<file path="config.mk">
export PLATFORM = sky130hd
export DESIGN_NAME = tmw_timer
export DESIGN_NICKNAME = d
export VERILOG_FILES = /design/src/tmw_pkg.sv /design/src/tmw_apb_slave.sv /design/src/tmw_timer.sv /design/src/tmw_wave_chan.sv
export VERILOG_INCLUDE_DIRS = /design/src
export SDC_FILE = /design/constraint.sdc
export NUM_CORES = 1
export LEC_CHECK = 0
export ABC_AREA = 0
export CAP_MARGIN = 20
export CORE_MARGIN = 10
export CORE_UTILIZATION = 55
export CTS_CLUSTER_DIAMETER = 30
export CTS_CLUSTER_SIZE = 24
export DETAILED_ROUTE_END_ITERATION = 6
export DONT_BUFFER_PORTS = 1
export PLACE_DENSITY = 0.74
export SLEW_MARGIN = 20
export SYNTH_ARGS = -nofsm -noshare
export SYNTH_HDL_FRONTEND = slang
export SYNTH_SLANG_ARGS = --single-unit
</file>
<file path="constraint.sdc">
create_clock -name pclk -period 5.8 [get_ports pclk]
set_clock_uncertainty 0.1 [all_clocks]
set_input_delay 0.29 -clock pclk [delete_from_list [all_inputs] [get_ports pclk]]
set_output_delay 0.29 -clock pclk [all_outputs]
set_load 0.03 [all_outputs]
</file>
<file path="src/tmw_defines.svh">
// register offsets, field positions, reset values, write masks and interrupt bits
`ifndef TMW_DEFINES_SVH
`define TMW_DEFINES_SVH

`define TMW_OFS_CTRL_A 12'hb0
`define TMW_OFS_CTRL_B 12'hb1
`define TMW_OFS_CMP_A 12'hb3
`define TMW_OFS_CMP_B 12'hb4
`define TMW_OFS_COUNT 12'hb2
`define TMW_OFS_IRQ_STAT 12'hb8
`define TMW_OFS_IRQ_MASK 12'hb9
`define TMW_CTRL_A_WMASK 8'hf3
`define TMW_CTRL_B_WMASK 8'h08
`define TMW_MODE_HI_BIT 3
`define TMW_CHAN_A_LSB 6
`define TMW_CHAN_B_LSB 4
`define TMW_MAX 8'hff
`define TMW_BOTTOM 8'h00
`define TMW_RESET_BYTE 8'h00
`define TMW_IRQ_OVF 0
`define TMW_IRQ_CMPA 1
`define TMW_IRQ_CMPB 2
`define TMW_IRQ_WMASK 8'h07

`endif

</file>
<file path="src/tmw_pkg.sv">
// types shared by the waveform timer files
package tmw_pkg;

   typedef enum logic [1:0] {
      TMW_KIND_NORMAL,
      TMW_KIND_CTC,
      TMW_KIND_FAST,
      TMW_KIND_PHASE
   } tmw_kind_e;

   typedef logic [7:0] tmw_byte_t;

endpackage

</file>
<file path="src/tmw_apb_slave.sv">
// apb slave front end: one wait-free access, write strobe and read mux
`timescale 1ns/1ps
`include "tmw_defines.svh"
module tmw_apb_slave (
   input wire logic pclk,
   input wire logic presetn,
   input wire logic ce,
   input wire logic psel,
   input wire logic penable,
   input wire logic pwrite,
   input wire logic [11:0] paddr,
   input wire logic [31:0] pwdata,
   input wire tmw_pkg::tmw_byte_t ctrl_a_rd,
   input wire tmw_pkg::tmw_byte_t ctrl_b_rd,
   input wire tmw_pkg::tmw_byte_t count_rd,
   input wire tmw_pkg::tmw_byte_t cmp_a_rd,
   input wire tmw_pkg::tmw_byte_t cmp_b_rd,
   input wire tmw_pkg::tmw_byte_t stat_rd,
   input wire tmw_pkg::tmw_byte_t mask_rd,
   output logic wr_en,
   output logic [11:0] wr_addr,
   output tmw_pkg::tmw_byte_t wr_data,
   output logic pready,
   output logic pslverr,
   output logic [31:0] prdata
);
   import tmw_pkg::*;

   typedef struct packed {
      logic [31:0] rdata;
      logic err;
   } tmw_apb_s;

   tmw_apb_s st;
   tmw_apb_s next_st;
   logic setup;
   logic known;
   tmw_byte_t rd_byte;

   assign setup = psel && !penable;
   assign pready = 1'b1;
   assign prdata = st.rdata;
   assign pslverr = st.err;
   assign wr_en = ce && psel && penable && pwrite && known;
   assign wr_addr = paddr;
   assign wr_data = pwdata[7:0];

   ////////////////////////////////////////////////////////////////////////
   // address decode
   always_comb begin
      known = 1'b1;
      rd_byte = 8'h00;
      if (paddr == (`TMW_OFS_CTRL_A << 2)) begin
         rd_byte = ctrl_a_rd;
      end else if (paddr == (`TMW_OFS_CTRL_B << 2)) begin
         rd_byte = ctrl_b_rd;
      end else if (paddr == (`TMW_OFS_COUNT << 2)) begin
         rd_byte = count_rd;
      end else if (paddr == (`TMW_OFS_CMP_A << 2)) begin
         rd_byte = cmp_a_rd;
      end else if (paddr == (`TMW_OFS_CMP_B << 2)) begin
         rd_byte = cmp_b_rd;
      end else if (paddr == (`TMW_OFS_IRQ_STAT << 2)) begin
         rd_byte = stat_rd;
      end else if (paddr == (`TMW_OFS_IRQ_MASK << 2)) begin
         rd_byte = mask_rd;
      end else begin
         known = 1'b0;
      end
   end

   ////////////////////////////////////////////////////////////////////////
   // capture read data and error in the setup cycle
   always_comb begin
      next_st = st;
      if (setup) begin
         next_st.rdata = pwrite ? 32'h0000_0000 : {24'h00_0000, rd_byte};
         next_st.err = !known;
      end
   end

   always_ff @(posedge pclk or negedge presetn) begin
      if (!presetn) begin
         st <= '0;
      end else if (ce) begin
         st <= next_st;
      end
   end
endmodule // tmw_apb_slave

</file>
<file path="src/tmw_timer.sv">
// 8-bit waveform timer with mode control register and apb access
//
// Overview of operation
// - nonzero output field overrides port pin
// - non-pwm: toggle, clear or set on match
// - fast pwm channel a field actions
// - fast pwm channel b, 01 reserved
// - phase correct channel a field actions
// - phase correct channel b, 01 reserved
// - fast pwm compare at top ignored
// - phase correct compare at top acts at top
// - control a bits 3,2 read zero
// - three-bit mode selects kind and top
// - compare buffer update by mode
// - overflow flag point by mode
// - high mode bit in control b bit 3
`timescale 1ns/1ps
`include "tmw_defines.svh"
module tmw_timer (
   input wire logic pclk,
   input wire logic presetn,
   input wire logic ce,
   input wire logic tick,
   input wire logic psel,
   input wire logic penable,
   input wire logic pwrite,
   input wire logic [11:0] paddr,
   input wire logic [31:0] pwdata,
   output logic pready,
   output logic pslverr,
   output logic [31:0] prdata,
   output logic chan_a_wave_out,
   output logic chan_b_wave_out,
   output logic chan_a_override,
   output logic chan_b_override,
   output logic irq
);
   import tmw_pkg::*;

   typedef struct packed {
      tmw_byte_t ctrl_a;
      logic mode_high;
      tmw_byte_t count;
      logic down;
      tmw_byte_t cmp_a_buf;
      tmw_byte_t cmp_b_buf;
      tmw_byte_t cmp_a;
      tmw_byte_t cmp_b;
      logic [2:0] stat;
      logic [2:0] mask;
      logic irq;
   } tmw_top_s;

   tmw_top_s st;
   tmw_top_s next_st;
   logic wr_en;
   logic [11:0] wr_addr;
   tmw_byte_t wr_data;
   logic [2:0] mode;
   tmw_kind_e kind;
   tmw_byte_t top;
   logic match_a;
   logic match_b;
   tmw_byte_t ctrl_b_rd;
   tmw_byte_t ctrl_a_rd;
   tmw_byte_t stat_rd;
   tmw_byte_t mask_rd;
   logic [1:0] chan_a_mode;
   logic [1:0] chan_b_mode;
   logic wr_ctrl_a;
   logic wr_ctrl_b;
   logic wr_count;
   logic wr_cmp_a;
   logic wr_cmp_b;
   logic wr_stat;
   logic wr_mask;

   ////////////////////////////////////////////////////////////////////////
   // mode decode
   assign mode = {st.mode_high, st.ctrl_a[1:0]};
   assign ctrl_b_rd = {4'h0, st.mode_high, 3'b000};

   always_comb begin
      kind = TMW_KIND_NORMAL;
      top = `TMW_MAX;
      case (mode)
         3'd1: kind = TMW_KIND_PHASE;
         3'd2: begin
            kind = TMW_KIND_CTC;
            top = st.cmp_a;
         end
         3'd3: kind = TMW_KIND_FAST;
         3'd5: begin
            kind = TMW_KIND_PHASE;
            top = st.cmp_a;
         end
         3'd7: begin
            kind = TMW_KIND_FAST;
            top = st.cmp_a;
         end
         default: kind = TMW_KIND_NORMAL; // reserved 4, 6 act as normal
      endcase
   end

   ////////////////////////////////////////////////////////////////////////
   // field views and read values, reserved bits forced low
   assign chan_a_mode = st.ctrl_a[`TMW_CHAN_A_LSB +: 2];
   assign chan_b_mode = st.ctrl_a[`TMW_CHAN_B_LSB +: 2];
   assign ctrl_a_rd = st.ctrl_a & `TMW_CTRL_A_WMASK;
   assign stat_rd = {5'h00, st.stat};
   assign mask_rd = {5'h00, st.mask};

   ////////////////////////////////////////////////////////////////////////
   // bus front end
   tmw_apb_slave u_apb (
      .pclk(pclk),
      .presetn(presetn),
      .ce(ce),
      .psel(psel),
      .penable(penable),
      .pwrite(pwrite),
      .paddr(paddr),
      .pwdata(pwdata),
      .ctrl_a_rd(ctrl_a_rd),
      .ctrl_b_rd(ctrl_b_rd),
      .count_rd(st.count),
      .cmp_a_rd(st.cmp_a_buf),
      .cmp_b_rd(st.cmp_b_buf),
      .stat_rd(stat_rd),
      .mask_rd(mask_rd),
      .wr_en(wr_en),
      .wr_addr(wr_addr),
      .wr_data(wr_data),
      .pready(pready),
      .pslverr(pslverr),
      .prdata(prdata)
   );

   ////////////////////////////////////////////////////////////////////////
   // write strobe decode, one register per access
   always_comb begin
      wr_ctrl_a = 1'b0;
      wr_ctrl_b = 1'b0;
      wr_count = 1'b0;
      wr_cmp_a = 1'b0;
      wr_cmp_b = 1'b0;
      wr_stat = 1'b0;
      wr_mask = 1'b0;
      if (wr_en) begin
         if (wr_addr == (`TMW_OFS_CTRL_A << 2)) begin
            wr_ctrl_a = 1'b1;
         end else if (wr_addr == (`TMW_OFS_CTRL_B << 2)) begin
            wr_ctrl_b = 1'b1;
         end else if (wr_addr == (`TMW_OFS_COUNT << 2)) begin
            wr_count = 1'b1;
         end else if (wr_addr == (`TMW_OFS_CMP_A << 2)) begin
            wr_cmp_a = 1'b1;
         end else if (wr_addr == (`TMW_OFS_CMP_B << 2)) begin
            wr_cmp_b = 1'b1;
         end else if (wr_addr == (`TMW_OFS_IRQ_STAT << 2)) begin
            wr_stat = 1'b1;
         end else if (wr_addr == (`TMW_OFS_IRQ_MASK << 2)) begin
            wr_mask = 1'b1;
         end
      end
   end

   ////////////////////////////////////////////////////////////////////////
   // compare output channels
   tmw_wave_chan u_chan_a (
      .pclk(pclk),
      .presetn(presetn),
      .ce(ce),
      .tick(tick),
      .kind(kind),
      .is_chan_a(1'b1),
      .mode_high(st.mode_high),
      .out_mode(chan_a_mode),
      .count(st.count),
      .top(top),
      .cmp(st.cmp_a),
      .counting_down(st.down),
      .match(match_a),
      .wave(chan_a_wave_out),
      .override(chan_a_override)
   );

   // channel b has no toggle choice in pwm modes
   tmw_wave_chan u_chan_b (
      .pclk(pclk),
      .presetn(presetn),
      .ce(ce),
      .tick(tick),
      .kind(kind),
      .is_chan_a(1'b0),
      .mode_high(st.mode_high),
      .out_mode(chan_b_mode),
      .count(st.count),
      .top(top),
      .cmp(st.cmp_b),
      .counting_down(st.down),
      .match(match_b),
      .wave(chan_b_wave_out),
      .override(chan_b_override)
   );

   // interrupt level straight from its flop
   assign irq = st.irq;

   ////////////////////////////////////////////////////////////////////////
   // counter, buffers, flags and register writes
   always_comb begin
      logic ovf;
      logic at_top;
      logic at_bottom;
      logic [2:0] w1c;
      ovf = 1'b0;
      w1c = 3'b000;
      at_top = (st.count == top);
      at_bottom = (st.count == `TMW_BOTTOM);
      next_st = st;
      if (tick) begin
         case (kind)
            TMW_KIND_PHASE: begin
               if (at_top) begin
                  next_st.down = 1'b1;
                  next_st.count = st.count - 8'h01;
               end else if (st.down && at_bottom) begin
                  next_st.down = 1'b0;
                  next_st.count = st.count + 8'h01;
                  ovf = 1'b1;
               end else begin
                  next_st.count = st.down ? st.count - 8'h01
                                          : st.count + 8'h01;
               end
               if (at_top) begin
                  next_st.cmp_a = st.cmp_a_buf;
                  next_st.cmp_b = st.cmp_b_buf;
               end
            end
            TMW_KIND_FAST: begin
               next_st.down = 1'b0;
               next_st.count = at_top ? `TMW_BOTTOM : st.count + 8'h01;
               // mode 7 at top, mode 3 at max
               ovf = mode[2] ? at_top : (st.count == `TMW_MAX);
               if (at_top) begin
                  next_st.cmp_a = st.cmp_a_buf;
                  next_st.cmp_b = st.cmp_b_buf;
               end
            end
            TMW_KIND_CTC: begin
               next_st.down = 1'b0;
               next_st.count = at_top ? `TMW_BOTTOM : st.count + 8'h01;
               ovf = (st.count == `TMW_MAX);
            end
            default: begin
               next_st.down = 1'b0;
               next_st.count = st.count + 8'h01;
               ovf = (st.count == `TMW_MAX);
            end
         endcase
      end
      // immediate compare update in non-pwm modes
      if (kind == TMW_KIND_NORMAL || kind == TMW_KIND_CTC) begin
         next_st.cmp_a = st.cmp_a_buf;
         next_st.cmp_b = st.cmp_b_buf;
      end
      // register writes; reserved bits of control a never stored
      if (wr_ctrl_a) begin
         next_st.ctrl_a = wr_data & `TMW_CTRL_A_WMASK;
      end
      if (wr_ctrl_b) begin
         next_st.mode_high = wr_data[`TMW_MODE_HI_BIT];
      end
      if (wr_count) begin
         next_st.count = wr_data;
      end
      if (wr_cmp_a) begin
         next_st.cmp_a_buf = wr_data;
      end
      if (wr_cmp_b) begin
         next_st.cmp_b_buf = wr_data;
      end
      if (wr_stat) begin
         w1c = wr_data[2:0];
      end
      if (wr_mask) begin
         next_st.mask = wr_data[2:0];
      end
      // sticky flags, a new event wins over the clear
      next_st.stat = (st.stat & ~w1c) | {match_b, match_a, ovf};
      next_st.irq = |(next_st.stat & next_st.mask);
   end

   ////////////////////////////////////////////////////////////////////////
   // state register, all fields zero on reset
   always_ff @(posedge pclk or negedge presetn) begin
      if (!presetn) begin
         st <= '0;
      end else if (ce) begin
         st <= next_st;
      end
   end
endmodule // tmw_timer

</file>
<file path="src/tmw_wave_chan.sv">
// one compare output channel: match detect, action and pin override
`timescale 1ns/1ps
`include "tmw_defines.svh"
module tmw_wave_chan (
   input wire logic pclk,
   input wire logic presetn,
   input wire logic ce,
   input wire logic tick,
   input wire tmw_pkg::tmw_kind_e kind,
   input wire logic is_chan_a,
   input wire logic mode_high,
   input wire logic [1:0] out_mode,
   input wire tmw_pkg::tmw_byte_t count,
   input wire tmw_pkg::tmw_byte_t top,
   input wire tmw_pkg::tmw_byte_t cmp,
   input wire logic counting_down,
   output logic match,
   output logic wave,
   output logic override
);
   import tmw_pkg::*;

   typedef struct packed {
      logic wave;
      logic override;
      logic match;
   } tmw_chan_s;

   tmw_chan_s st;
   tmw_chan_s next_st;

   assign wave = st.wave;
   assign override = st.override;
   assign match = st.match;

   ////////////////////////////////////////////////////////////////////////
   // waveform action chosen by mode and field
   always_comb begin
      logic hit;
      logic at_top_special;
      hit = tick && (count == cmp);
      at_top_special = out_mode[1] && (cmp == top);
      next_st = st;
      next_st.match = hit;
      next_st.override = (out_mode != 2'b00);
      if (tick) begin
         case (kind)
            TMW_KIND_NORMAL, TMW_KIND_CTC: begin
               if (hit) begin
                  case (out_mode)
                     2'b01: next_st.wave = ~st.wave;
                     2'b10: next_st.wave = 1'b0;
                     2'b11: next_st.wave = 1'b1;
                     default: next_st.wave = st.wave;
                  endcase
               end
            end
            TMW_KIND_FAST: begin
               if (out_mode == 2'b01) begin
                  if (hit && is_chan_a && mode_high) begin
                     next_st.wave = ~st.wave;
                  end
               end else if (out_mode[1]) begin
                  // top match ignored, bottom still acts
                  if (count == `TMW_BOTTOM) begin
                     next_st.wave = ~out_mode[0];
                  end else if (hit && !at_top_special) begin
                     next_st.wave = out_mode[0];
                  end
               end
            end
            default: begin
               if (out_mode == 2'b01) begin
                  if (hit && is_chan_a && mode_high) begin
                     next_st.wave = ~st.wave;
                  end
               end else if (out_mode[1]) begin
                  if (at_top_special && count == top) begin
                     next_st.wave = ~out_mode[0]; // same level as bottom
                  end else if (hit && !at_top_special) begin
                     next_st.wave = counting_down ? ~out_mode[0]
                                                  : out_mode[0];
                  end
               end
            end
         endcase
      end
   end

   ////////////////////////////////////////////////////////////////////////
   // state register
   always_ff @(posedge pclk or negedge presetn) begin
      if (!presetn) begin
         st <= '0;
      end else if (ce) begin
         st <= next_st;
      end
   end
endmodule // tmw_wave_chan
</file>
==> impl_metrics.tcl, run 1 <==
set metrics [dict create \
    status "finished clean" \
    post-place-ws_ps 2120 \
    nets 573 \
    crit_chain "or3b_1 -> a2111oi_0 -> a311oi_1 -> or4_4 -> o41ai_2 -> xnor2_1 -> o21ai_1 -> mux2_1" \
    diodes 0 \
    maxCapViolations 0 \
    crit_path_top_delay_cell "or4_4" \
    hp-start "pwdata[3]" \
    cts_max_level 3 \
    total_power_uw 1360 \
    finalCritPeriodShare_pct 64.7 \
    die_w_um 113 \
    place_congestion 0.937 \
    postRouteAntennaNets 0 \
    grt_pass1_vias 3998 \
    io-pin-count 90 \
    synth_edf_count 0 \
    yosysSeqAreaShare_pct 36.6 \
    critPathTopFamily "simple AND/OR/NAND/NOR gates" \
    multi_input_area_mm2 0.00274 \
    cts_buffer_depth 2 \
    p_per_area_mw_per_mm2 270 \
    synth_fa_ha_area_share_pct 1.83 \
    fin_tns_setup_ps 0 \
    post-route-drc-count 0 \
    required_ps 5940 \
    postSynthCellCount 529 \
    ir_drop_mv 0.152 \
    grt_max_degree 71 \
    synthSimpleGateAreaFrac_pct 16.5 \
    critPathMaxFanout 19 \
    path_buf_inv 0 \
    clk_pin_slew_ps 80 \
    cts_buffers 9 \
    rows 33 \
    antenna_found_initial 0 \
    worstSetupStartpoint "ctrl_a_rd[0]" \
    vias 4152 \
    seq_area_mm2 0.00175 \
    die_h_um 113 \
    cts-resized-gates 0 \
    cts-root-buf "clkbuf_8" \
    cp.arrival_ps 3890 \
    max_freq_mhz 266 \
    worstMarginPinSlew_ps 1100 \
    synth_top_family_by_area "compound AO/OA/AOI/OAI gates" \
    p_leak_uw 0.00230 \
    synth_compound_area_share_pct 20.4 \
    core_area_mm2 0.00834 \
    grt_pass1_wl_um 21900 \
    portBuffers 0 \
    hpwl_um 9850 \
    layout-drive-gt1-share_pct 9.62 \
    cts_tree "done" \
    drtPass1Iterations 5 \
    reg2reg_from "ctrl_a_rd[0]" \
    overflow 0 \
    ys_types 64 \
    utilization_pct 60.4 \
    fin_ws_ps 2050 \
    synth-xor-area-share_pct 4.94 \
    cts_setup_buffers 0 \
    rsz0062_at_grt "no" \
    fillers 715 \
    muxShareOfSynthArea_pct 11.5 \
    clkSinkCount 70 \
    viasPerCell 6.64 \
    worst_setup_path_end_kind "flip-flop" \
    yosysWarnings 0 \
    dr.first_iter.drc_count 487 \
    async_flop_share_pct 100 \
    netlist_area_mm2 0.00479 \
    crit_type "reg2reg" \
    slew_headroom_pct 25.9 \
    finalCriticalPeriod_ps 3750 \
    grt_use_total_pct 21.0 \
    slew_violations 0 \
    hold_class "in2reg" \
    start_kind "flip-flop" \
    setup_viol 0 \
    start_util_pct 57.4 \
    synth_seq_cells 70 \
    die_area_mm2 0.0128 \
    syn_to_final_growth_pct 5.20 \
    synth_ff_type "dfrtp_1" \
    syn_area_per_cell_um2 9.05 \
    wl_per_cell_um 22.0 \
    crit_path_max_incr_delay_ps 710 \
    routed_wl_um 13800 \
    worstSkewPairLatency_ps 360 \
    final-hold-violation-count 0 \
]
## state kept, by name, summed over array words and instances (netlist names), 2 cells and up
register,cells
chan_a_mode,2
chan_b_mode,2
ctrl_a_rd,2
mask_rd,3
st,44
u_apb.prdata,8
## logic make-up after synthesis
kind of cell,after synthesis
DFF,70
and+or+nand+nor,157
other,2
xor gates and xnor gates,27
buffers and inverters,74
adders and majority gates,7
muxes,50
AOI/OAI and AO/OA,142
## power breakdown
part | internal, uW | switching, uW | total (uW)
Sequential | 512 | 107 | 618
Combinational | 127 | 170 | 297
Clock | 246 | 201 | 447
Total | 885 | 477 | 1360
## path summary, 6_finish.rpt
path,slack [ps],cells past startpoint,endpoint
min in group asynchronous,370,2,st[26]
max,2050,8,u_chan_b.wave
max in group asynchronous,4910,2,st[5]
min,10,2,st[43]
max reg2reg,2050,8,u_chan_b.wave
min reg2reg,420,1,st[5]
## layer usage
layer	vias up	wire length, um	track usage, %
met2	252	6260	32.2
met4	0	697	12.3
met5	-	0	0
li1	1874	-	-
met1	1979	5410	25.8
met3	47	1390	6.02
## cells in the mapped netlist (all sizes together) (9+ instances only)
library cell	n	area share [%]
a21oi	30	3.2
a221oi	9	1.6
buf	34	4.9
clkbuf	26	2.0
dfrtp	70	37
inv	13	1.0
mux2	41	9.6
mux2i	9	1.9
nand2	46	3.7
nor2	36	2.8
nor3	14	1.5
nor4	10	1.3
o21ai	34	3.6
xnor2	13	2.4
xor2	14	2.6
## layout by cell type (no fill, tap or decap), types with 8 or more instances in the layout
cell	instances
inv_1	13
nor2_1	36
nor4_1	9
a21oi_1	29
nor3_1	14
a221oi_1	9
o21ai_1	10
nand3_1	8
dfrtp_1	70
o21ai_0	24
mux2_1	17
dlygate4sd3_1	11
clkbuf_8	9
mux2i_1	9
xnor2_1	13
nand2_1	45
mux2_2	24
conb_1	25
xor2_1	14
## final cells by class
type	count	area share, %
tap	105	2.61
sequential	70	34.8
inverter	14	1.04
multi-input combinational	408	54.5
timing repair buffer	12	2.73
clock inverter	6	1.86
clock buffer	10	2.53
## what timing repair did
| action | CTS | global route |
|---|---|---|
| endpoints found under the setup margin | 0 | 0 |
| endpoints found under the hold margin | 110 | 0 |
| hold buffers | 12 | 0 |
## through the flow
stage | instances | hold slack, ps | area [um2]
floorplan | 552 | -106 | 4880
global placement | 597 | -103 | 4670
detailed placement | 597 | -103 | 4670
CTS | 625 | 4.80 | 5030
global route | 625 | 1.12 | 5040
finish | 625 | 10.3 | 5040
Power figures use the tool's default switching activity.
==> run 2: changes to the inputs <==
--- a/config.mk
+++ b/config.mk
@@ -14,7 +14,7 @@
 export CTS_CLUSTER_SIZE = 24
 export DETAILED_ROUTE_END_ITERATION = 6
 export DONT_BUFFER_PORTS = 1
-export PLACE_DENSITY = 0.74
+export PLACE_DENSITY = 0.77
 export SLEW_MARGIN = 20
 export SYNTH_ARGS = -nofsm -noshare
 export SYNTH_HDL_FRONTEND = slang
==> constraint.sdc (replaced) <==
create_clock -name pclk -period 3.1 [get_ports pclk]
set_clock_uncertainty 0.1 [all_clocks]
set_input_delay 0.155 -clock pclk [delete_from_list [all_inputs] [get_ports pclk]]
set_output_delay 0.155 -clock pclk [all_outputs]
set_load 0.03 [all_outputs]
==> run 2 against run 1 <==
Net effect: sequential cell count is the same; cell area grew 10%; worst hold slack gained 35 ps; core utilization grew 6.2 points; maximum frequency grew 21%; first-iteration DRC count grew 46%; die area is the same; via count grew 6.1%; final cell count grew 6.9%; sequential power grew 72%; largest power group unchanged; setup slack lost 2000 ps.
==> impl_metrics.tcl, run 2 (same netlist as run 1, synthesis figures left out) <==
set metrics [dict create \
    status "finished clean" \
    layout_common_cells "dfrtp_1 (70), nand2_1 (44), buf_4 (37)" \
    rsz0062_at_grt "yes" \
    crit_chain "buf_6 -> or4b_4 -> o221ai_2 -> a311oi_2 -> or4_4 -> buf_8 -> a21oi_2 -> o21ai_1 -> a221oi_2 -> o21ai_1" \
    grt_use_total_pct 21.8 \
    worstSetupPathDepth 10 \
    design_area_mm2 0.00555 \
    critPathTopFamily "simple AND/OR/NAND/NOR gates" \
    cts_max_level 3 \
    utilization_pct 66.6 \
    setup_viol 0 \
    start_util_pct 57.4 \
    multi_input_area_mm2 0.00286 \
    vias 4407 \
    hold_class "in2reg" \
    p_leak_uw 0.00258 \
    drtPass1Iterations 7 \
    rr_worst_depth 10 \
    place_congestion 0.987 \
    maxCapViolations 0 \
    placedInstanceArea_mm2 0.00498 \
    worst_setup_path_end_kind "flip-flop" \
    worstMarginPinSlew_ps 611 \
    hold_depth 2 \
    cpMostUsedCell "o21ai_1" \
    total_power_uw 2820 \
    fin_ws_ps 9.61 \
    layout-drive-gt1-share_pct 19.4 \
    power.switching_uw 954 \
    wl_per_cell_um 21.9 \
    comb_power_share_pct 29.1 \
    critPathMaxFanout 6 \
    reg2reg_setup_slack_ps 10 \
    cts_buffer_depth 2 \
    slew_violations 0 \
    finalCritPeriodShare_pct 99.7 \
    diodes 0 \
    clock_power_share_pct 33.3 \
    largest_reg_flops 44 \
    grt_pass1_wl_um 22600 \
    post-place-ws_ps -127 \
    die_area_mm2 0.0128 \
    largest-register "st" \
    cts_buffers 9 \
    grt_pass1_vias 4168 \
    antenna_found_initial 0 \
    reg2reg_from "ctrl_b_rd[3]" \
    seqPwrFrac_pct 37.6 \
    core_area_mm2 0.00834 \
    cp.arrival_ps 3210 \
    finalCriticalPeriod_ps 3090 \
    io-pin-count 90 \
    path_buf_inv 2 \
    portBuffers 0 \
    clkSinkCount 70 \
    cts-root-buf "clkbuf_8" \
    hpwl_um 10500 \
    syn_to_final_growth_pct 16.0 \
    hp-start "paddr[3]" \
    die_h_um 113 \
    nets 616 \
    start_kind "flip-flop" \
    required_ps 3220 \
    holdPathEnd "mask_rd[1]" \
    postRouteAntennaNets 0 \
    slew_headroom_pct 58.9 \
    seq_area_mm2 0.00175 \
    worstSkewPairLatency_ps 350 \
    ir_drop_mv 0.342 \
    dr.first_iter.drc_count 709 \
    clk_pin_slew_ps 80 \
    layout_commonest_cell "dfrtp_1" \
    overflow 0 \
    grt_max_degree 71 \
    final-hold-violation-count 0 \
    crit_path_top_delay_cell "or4_4" \
    viasPerCell 6.60 \
    die_w_um 113 \
    rows 33 \
    routed_wl_um 14600 \
    crit_path_max_incr_delay_ps 590 \
    cts_tree "done" \
    r2r-end "st[42]" \
    crit_type "reg2reg" \
    swShare_pct 33.9 \
    p_per_area_mw_per_mm2 507 \
    post-route-drc-count 0 \
    fillers 655 \
    p_int_uw 1860 \
    max_freq_mhz 324 \
]
run 2: changes by cell type in the layout (fill, tap and decap cells not counted), moves of 2 or more:
cell / previous run / this run
a21oi_1: 29 / 27
o41ai_2: 2 / 0
o221ai_2: 0 / 2
o41ai_4: 0 / 2
a2111oi_0: 4 / 2
a2111oi_2: 1 / 3
buf_4: 0 / 37
buf_6: 0 / 2
nor2_1: 36 / 34
o221ai_1: 4 / 2
run 2: worst reg2reg max path, cell delays in order (launching register included):
cell      delay [ps]
dfrtp_1          420
buf_6            140
or4b_4           510
o221ai_2         210
a311oi_2         140
or4_4            590
buf_8            180
a21oi_2          190
o21ai_1          100
a221oi_2         290
o21ai_1           90
run 2: power by group through the flow:
stage               clock [uW]  sequential [uW]  combinational [uW]
finish                     936             1060                 820
CTS                        937             1050                 754
global placement             0             1060                 682
floorplan                    0             1010                 564
detailed placement           0             1070                 695
global route               982             1060                 884
run 2: metrics by stage:
| stage | hold slack [ps] | TNS [ps] | instances |
|---|---|---|---|
| 4_1_cts | 31.7 | 0 | 665 |
| 2_1_floorplan | -241 | 0 | 552 |
| 5_1_grt | 43.5 | -408 | 668 |
| 6_report | 45.1 | 0 | 668 |
| 3_3_place_gp | -238 | -77.0 | 636 |
| 3_5_place_dp | -238 | -288 | 636 |
run 2: final cells by class:
class	instances	share of cell area, %
clock inverters	6	2.10
flip-flops and latches	70	31.5
clock buffers	10	2.48
well taps	105	2.37
repair buffers	55	9.15
multi-input cells	408	51.4
inverters	14	0.946
run 2: routing by layer:
metal	share of wire, %	up-vias	track usage (%)
met5	0	-	0
met3	12	40	7.08
met1	38	2127	27.1
met4	2.8	0	8.12
li1	-	1950	-
met2	47	290	34.4
run 2: how the worst max path moves through the flow:
stage               slack, ps             to         start
floorplan                  30  u_chan_b.wave  ctrl_a_rd[0]
global placement          -40            irq  ctrl_b_rd[3]
detailed placement       -130            irq  ctrl_a_rd[0]
CTS                         2  u_chan_b.wave  ctrl_a_rd[0]
global route             -100         st[42]  ctrl_b_rd[3]
finish                     10         st[42]  ctrl_b_rd[3]
run 2: timing repair:
item / 4_1_cts / 5_1_grt
endpoints found under the setup margin: 6 / 11
hold endpoints to repair: 120 / 0
resized for setup: 7 / 21
pin swaps: 1 / 9
gates cloned: 0 / 1
buffers inserted: 0 / 2
hold buffers: 13 / 0
==> run 3: changes to the inputs <==
--- a/config.mk
+++ b/config.mk
@@ -6,7 +6,7 @@
 export SDC_FILE = /design/constraint.sdc
 export NUM_CORES = 1
 export LEC_CHECK = 0
-export ABC_AREA = 0
+export ABC_AREA = 1
 export CAP_MARGIN = 20
 export CORE_MARGIN = 10
 export CORE_UTILIZATION = 55
==> run 3 against run 2 <==
Net effect: die area grew 8.7%; maximum frequency grew 9.4%; sequential share of layout area shrank 0.17 points; wire length grew 7.3%; largest cell class unchanged.
==> impl_metrics.tcl, run 3 <==
set metrics [dict create \
    status "finished clean" \
    yosysWarnings 0 \
    hold_depth 3 \
    synth_top_area_share_pct 33.1 \
    clkSinkCount 70 \
    p_leak_uw 0.00275 \
    hp-start "tick" \
    finalCritPeriodShare_pct 91.2 \
    cts_buffers 9 \
    critPathTopFamily "simple AND/OR/NAND/NOR gates" \
    r2r-end "st[9]" \
    crit_chain "clkinv_4 -> nand3_2 -> nand2_4 -> nand2_1 -> nand2_1 -> nand2_1 -> inv_1 -> nor2_1 -> nand2_1 -> nor2_4 -> nand2_2 -> o21ai_4 -> buf_4 -> nand2_2 -> o21ai_2" \
    largest-register "st" \
    postRouteAntennaNets 0 \
    crit_path_top_delay_cell "dfrtp_1" \
    cpMostUsedCell "nand2_1" \
    reg2reg_setup_slack_ps 270 \
    slew_violations 0 \
    required_ps 3280 \
    cts_max_level 3 \
    vias 5171 \
    worstSkewPairLatency_ps 350 \
    yosysSeqAreaShare_pct 33.1 \
    fin_tns_setup_ps 0 \
    cp.arrival_ps 3000 \
    start_kind "flip-flop" \
    post-route-drc-count 0 \
    syn_to_final_growth_pct 5.41 \
    yosysTopAreaCell "dfrtp_1" \
    place_congestion 1.02 \
    post-synth-top-count-cell "nand2_1" \
    grt_pass1_vias 5008 \
    synth_area_leaders "dfrtp_1 (33%), nand2_1 (15%), inv_1 (6.2%), nand3_1 (5.7%), nor2_1 (4.9%)" \
    holdPathEnd "st[39]" \
    wl_per_cell_um 17.1 \
    synth_seq_cells 70 \
    cts_setup_buffers 0 \
    rows 35 \
    dr.first_iter.drc_count 450 \
    hpwl_um 11600 \
    layout-drive-gt1-share_pct 10.7 \
    reg2reg_from "ctrl_a_rd[0]" \
    crit_path_max_incr_delay_ps 640 \
    p_per_area_mw_per_mm2 387 \
    fillers 875 \
    nets 840 \
    crit_type "reg2reg" \
    die_area_mm2 0.0140 \
    synth_edf_count 0 \
    worstMarginPinSlew_ps 721 \
    design_area_mm2 0.00558 \
    synthTopCellsByCount "nand2_1 (215), inv_1 (87), dfrtp_1 (70)" \
    postSynthCellCount 778 \
    largest_reg_flops 44 \
    cts_tree "done" \
    antenna_found_initial 1 \
    cts_buffer_depth 2 \
    max_freq_mhz 354 \
    io-pin-count 90 \
    ir_drop_mv 0.240 \
    final-hold-violation-count 0 \
    grt_use_total_pct 22.4 \
    placedInstanceArea_mm2 0.00525 \
    netlist_area_mm2 0.00530 \
    cts-root-buf "clkbuf_8" \
    rsz0062_at_grt "no" \
    core_area_mm2 0.00933 \
    setup_viol 0 \
    start_util_pct 56.8 \
    maxCapViolations 0 \
    clk_pin_slew_ps 80 \
    critPathMaxFanout 28 \
    overflow 0 \
    routed_wl_um 15700 \
    drtPass1Iterations 6 \
    die_w_um 118 \
    worst_setup_path_end_kind "flip-flop" \
    layout_commonest_cell "nand2_1" \
    grt_max_degree 71 \
    grt_pass1_wl_um 25900 \
    layout_common_cells "nand2_1 (215), inv_1 (87), dfrtp_1 (70)" \
    finalCriticalPeriod_ps 2830 \
    rr_worst_depth 15 \
    hold_class "in2reg" \
    ys_types 51 \
    portBuffers 0 \
    syn_area_per_cell_um2 6.81 \
    die_h_um 118 \
    slew_headroom_pct 51.7 \
    path_buf_inv 3 \
    viasPerCell 5.64 \
    synth_ff_type "dfrtp_1" \
    async_flop_share_pct 100 \
]
-- run 3: cell count changes in the layout (fill, tap and decap cells not counted), sizes merged, moves of 7 or more --
cell and delta:
nand3 +54, a221oi -9, nand2b -7, nor3 -7, nor4 -10, o21ai +51
nand2 +195, mux2i -9, xnor2 -12, inv +77, nand4 +9, nor2 +37
buf -34, mux2 -41
-- run 3: layer usage --
layer	global-route usage, %	vias to the layer above	routed length (um)
li1	-	2478	-
met1	28.2	2352	6400
met2	35.5	300	7100
met3	6.19	41	1690
met4	8.96	0	507
met5	0	-	0
-- run 3: cells by family after synthesis --
kind of cell / share of synthesized area (%)
AOI/OAI and AO/OA: 15.7
other: 0.142
and+or+nand+nor: 33.9
xor gates and xnor gates: 2.31
DFF: 33.1
adders and majority gates: 1.65
buffers and inverters: 13.2
-- run 3: through the flow --
step	power (uW)	instances	hold WS [ps]	setup slack (ps)	utilization [%]
final	2160	917	27.4	274	59.9
after detailed placement	1390	888	-236	364	56.3
after global placement	1380	888	-236	443	56.3
after CTS	2150	916	8.62	331	59.8
after global routing	2260	917	39.1	84.3	59.9
after floorplan	1330	801	-241	1100	-
-- run 3: final cells by class --
| type | instances | area, um2 | area share [%] |
|---|---|---|---|
| multi-input cells | 589 | 2930 | 52.5 |
| flip-flops and latches | 70 | 1750 | 31.4 |
| inverters | 93 | 354 | 6.34 |
| repair buffers | 19 | 190 | 3.41 |
| well taps | 129 | 161 | 2.89 |
| clock buffers | 10 | 128 | 2.29 |
| clock inverters | 6 | 62.6 | 1.12 |
| diodes | 1 | 2.50 | 0.0448 |
-- run 3: worst reg2reg max path, delay by kind of cell (launching register included) --
| kind | cells | cell delay [ps] |
|---|---|---|
| AO/OA/AOI/OAI | 2 | 330 |
| buffers and inverters | 3 | 490 |
| AND/OR/NAND/NOR | 10 | 1190 |
| flip-flops | 1 | 640 |
-- run 3: how the worst max path moves through the flow --
stage	slack [ps]	endpoint	depth (start not counted)	start
6_report	270	st[9]	15	ctrl_a_rd[0]
5_1_grt	80	st[17]	14	ctrl_a_rd[0]
4_1_cts	330	st[9]	15	ctrl_a_rd[0]
3_5_place_dp	360	st[22]	14	ctrl_a_rd[0]
3_3_place_gp	440	st[20]	14	ctrl_a_rd[0]
2_1_floorplan	1100	st[41]	17	ctrl_a_rd[0]
-- run 3: power breakdown --
part | internal (uW) | total, uW | switching (uW)
clock | 369 | 730 | 362
sequential | 938 | 1010 | 71.8
combinational | 124 | 419 | 295
-- run 3: repair_timing --
item / in CTS / in global routing
hold buffers: 12 / 0
resized for setup: 0 / 0
hold endpoints to repair: 100 / 0
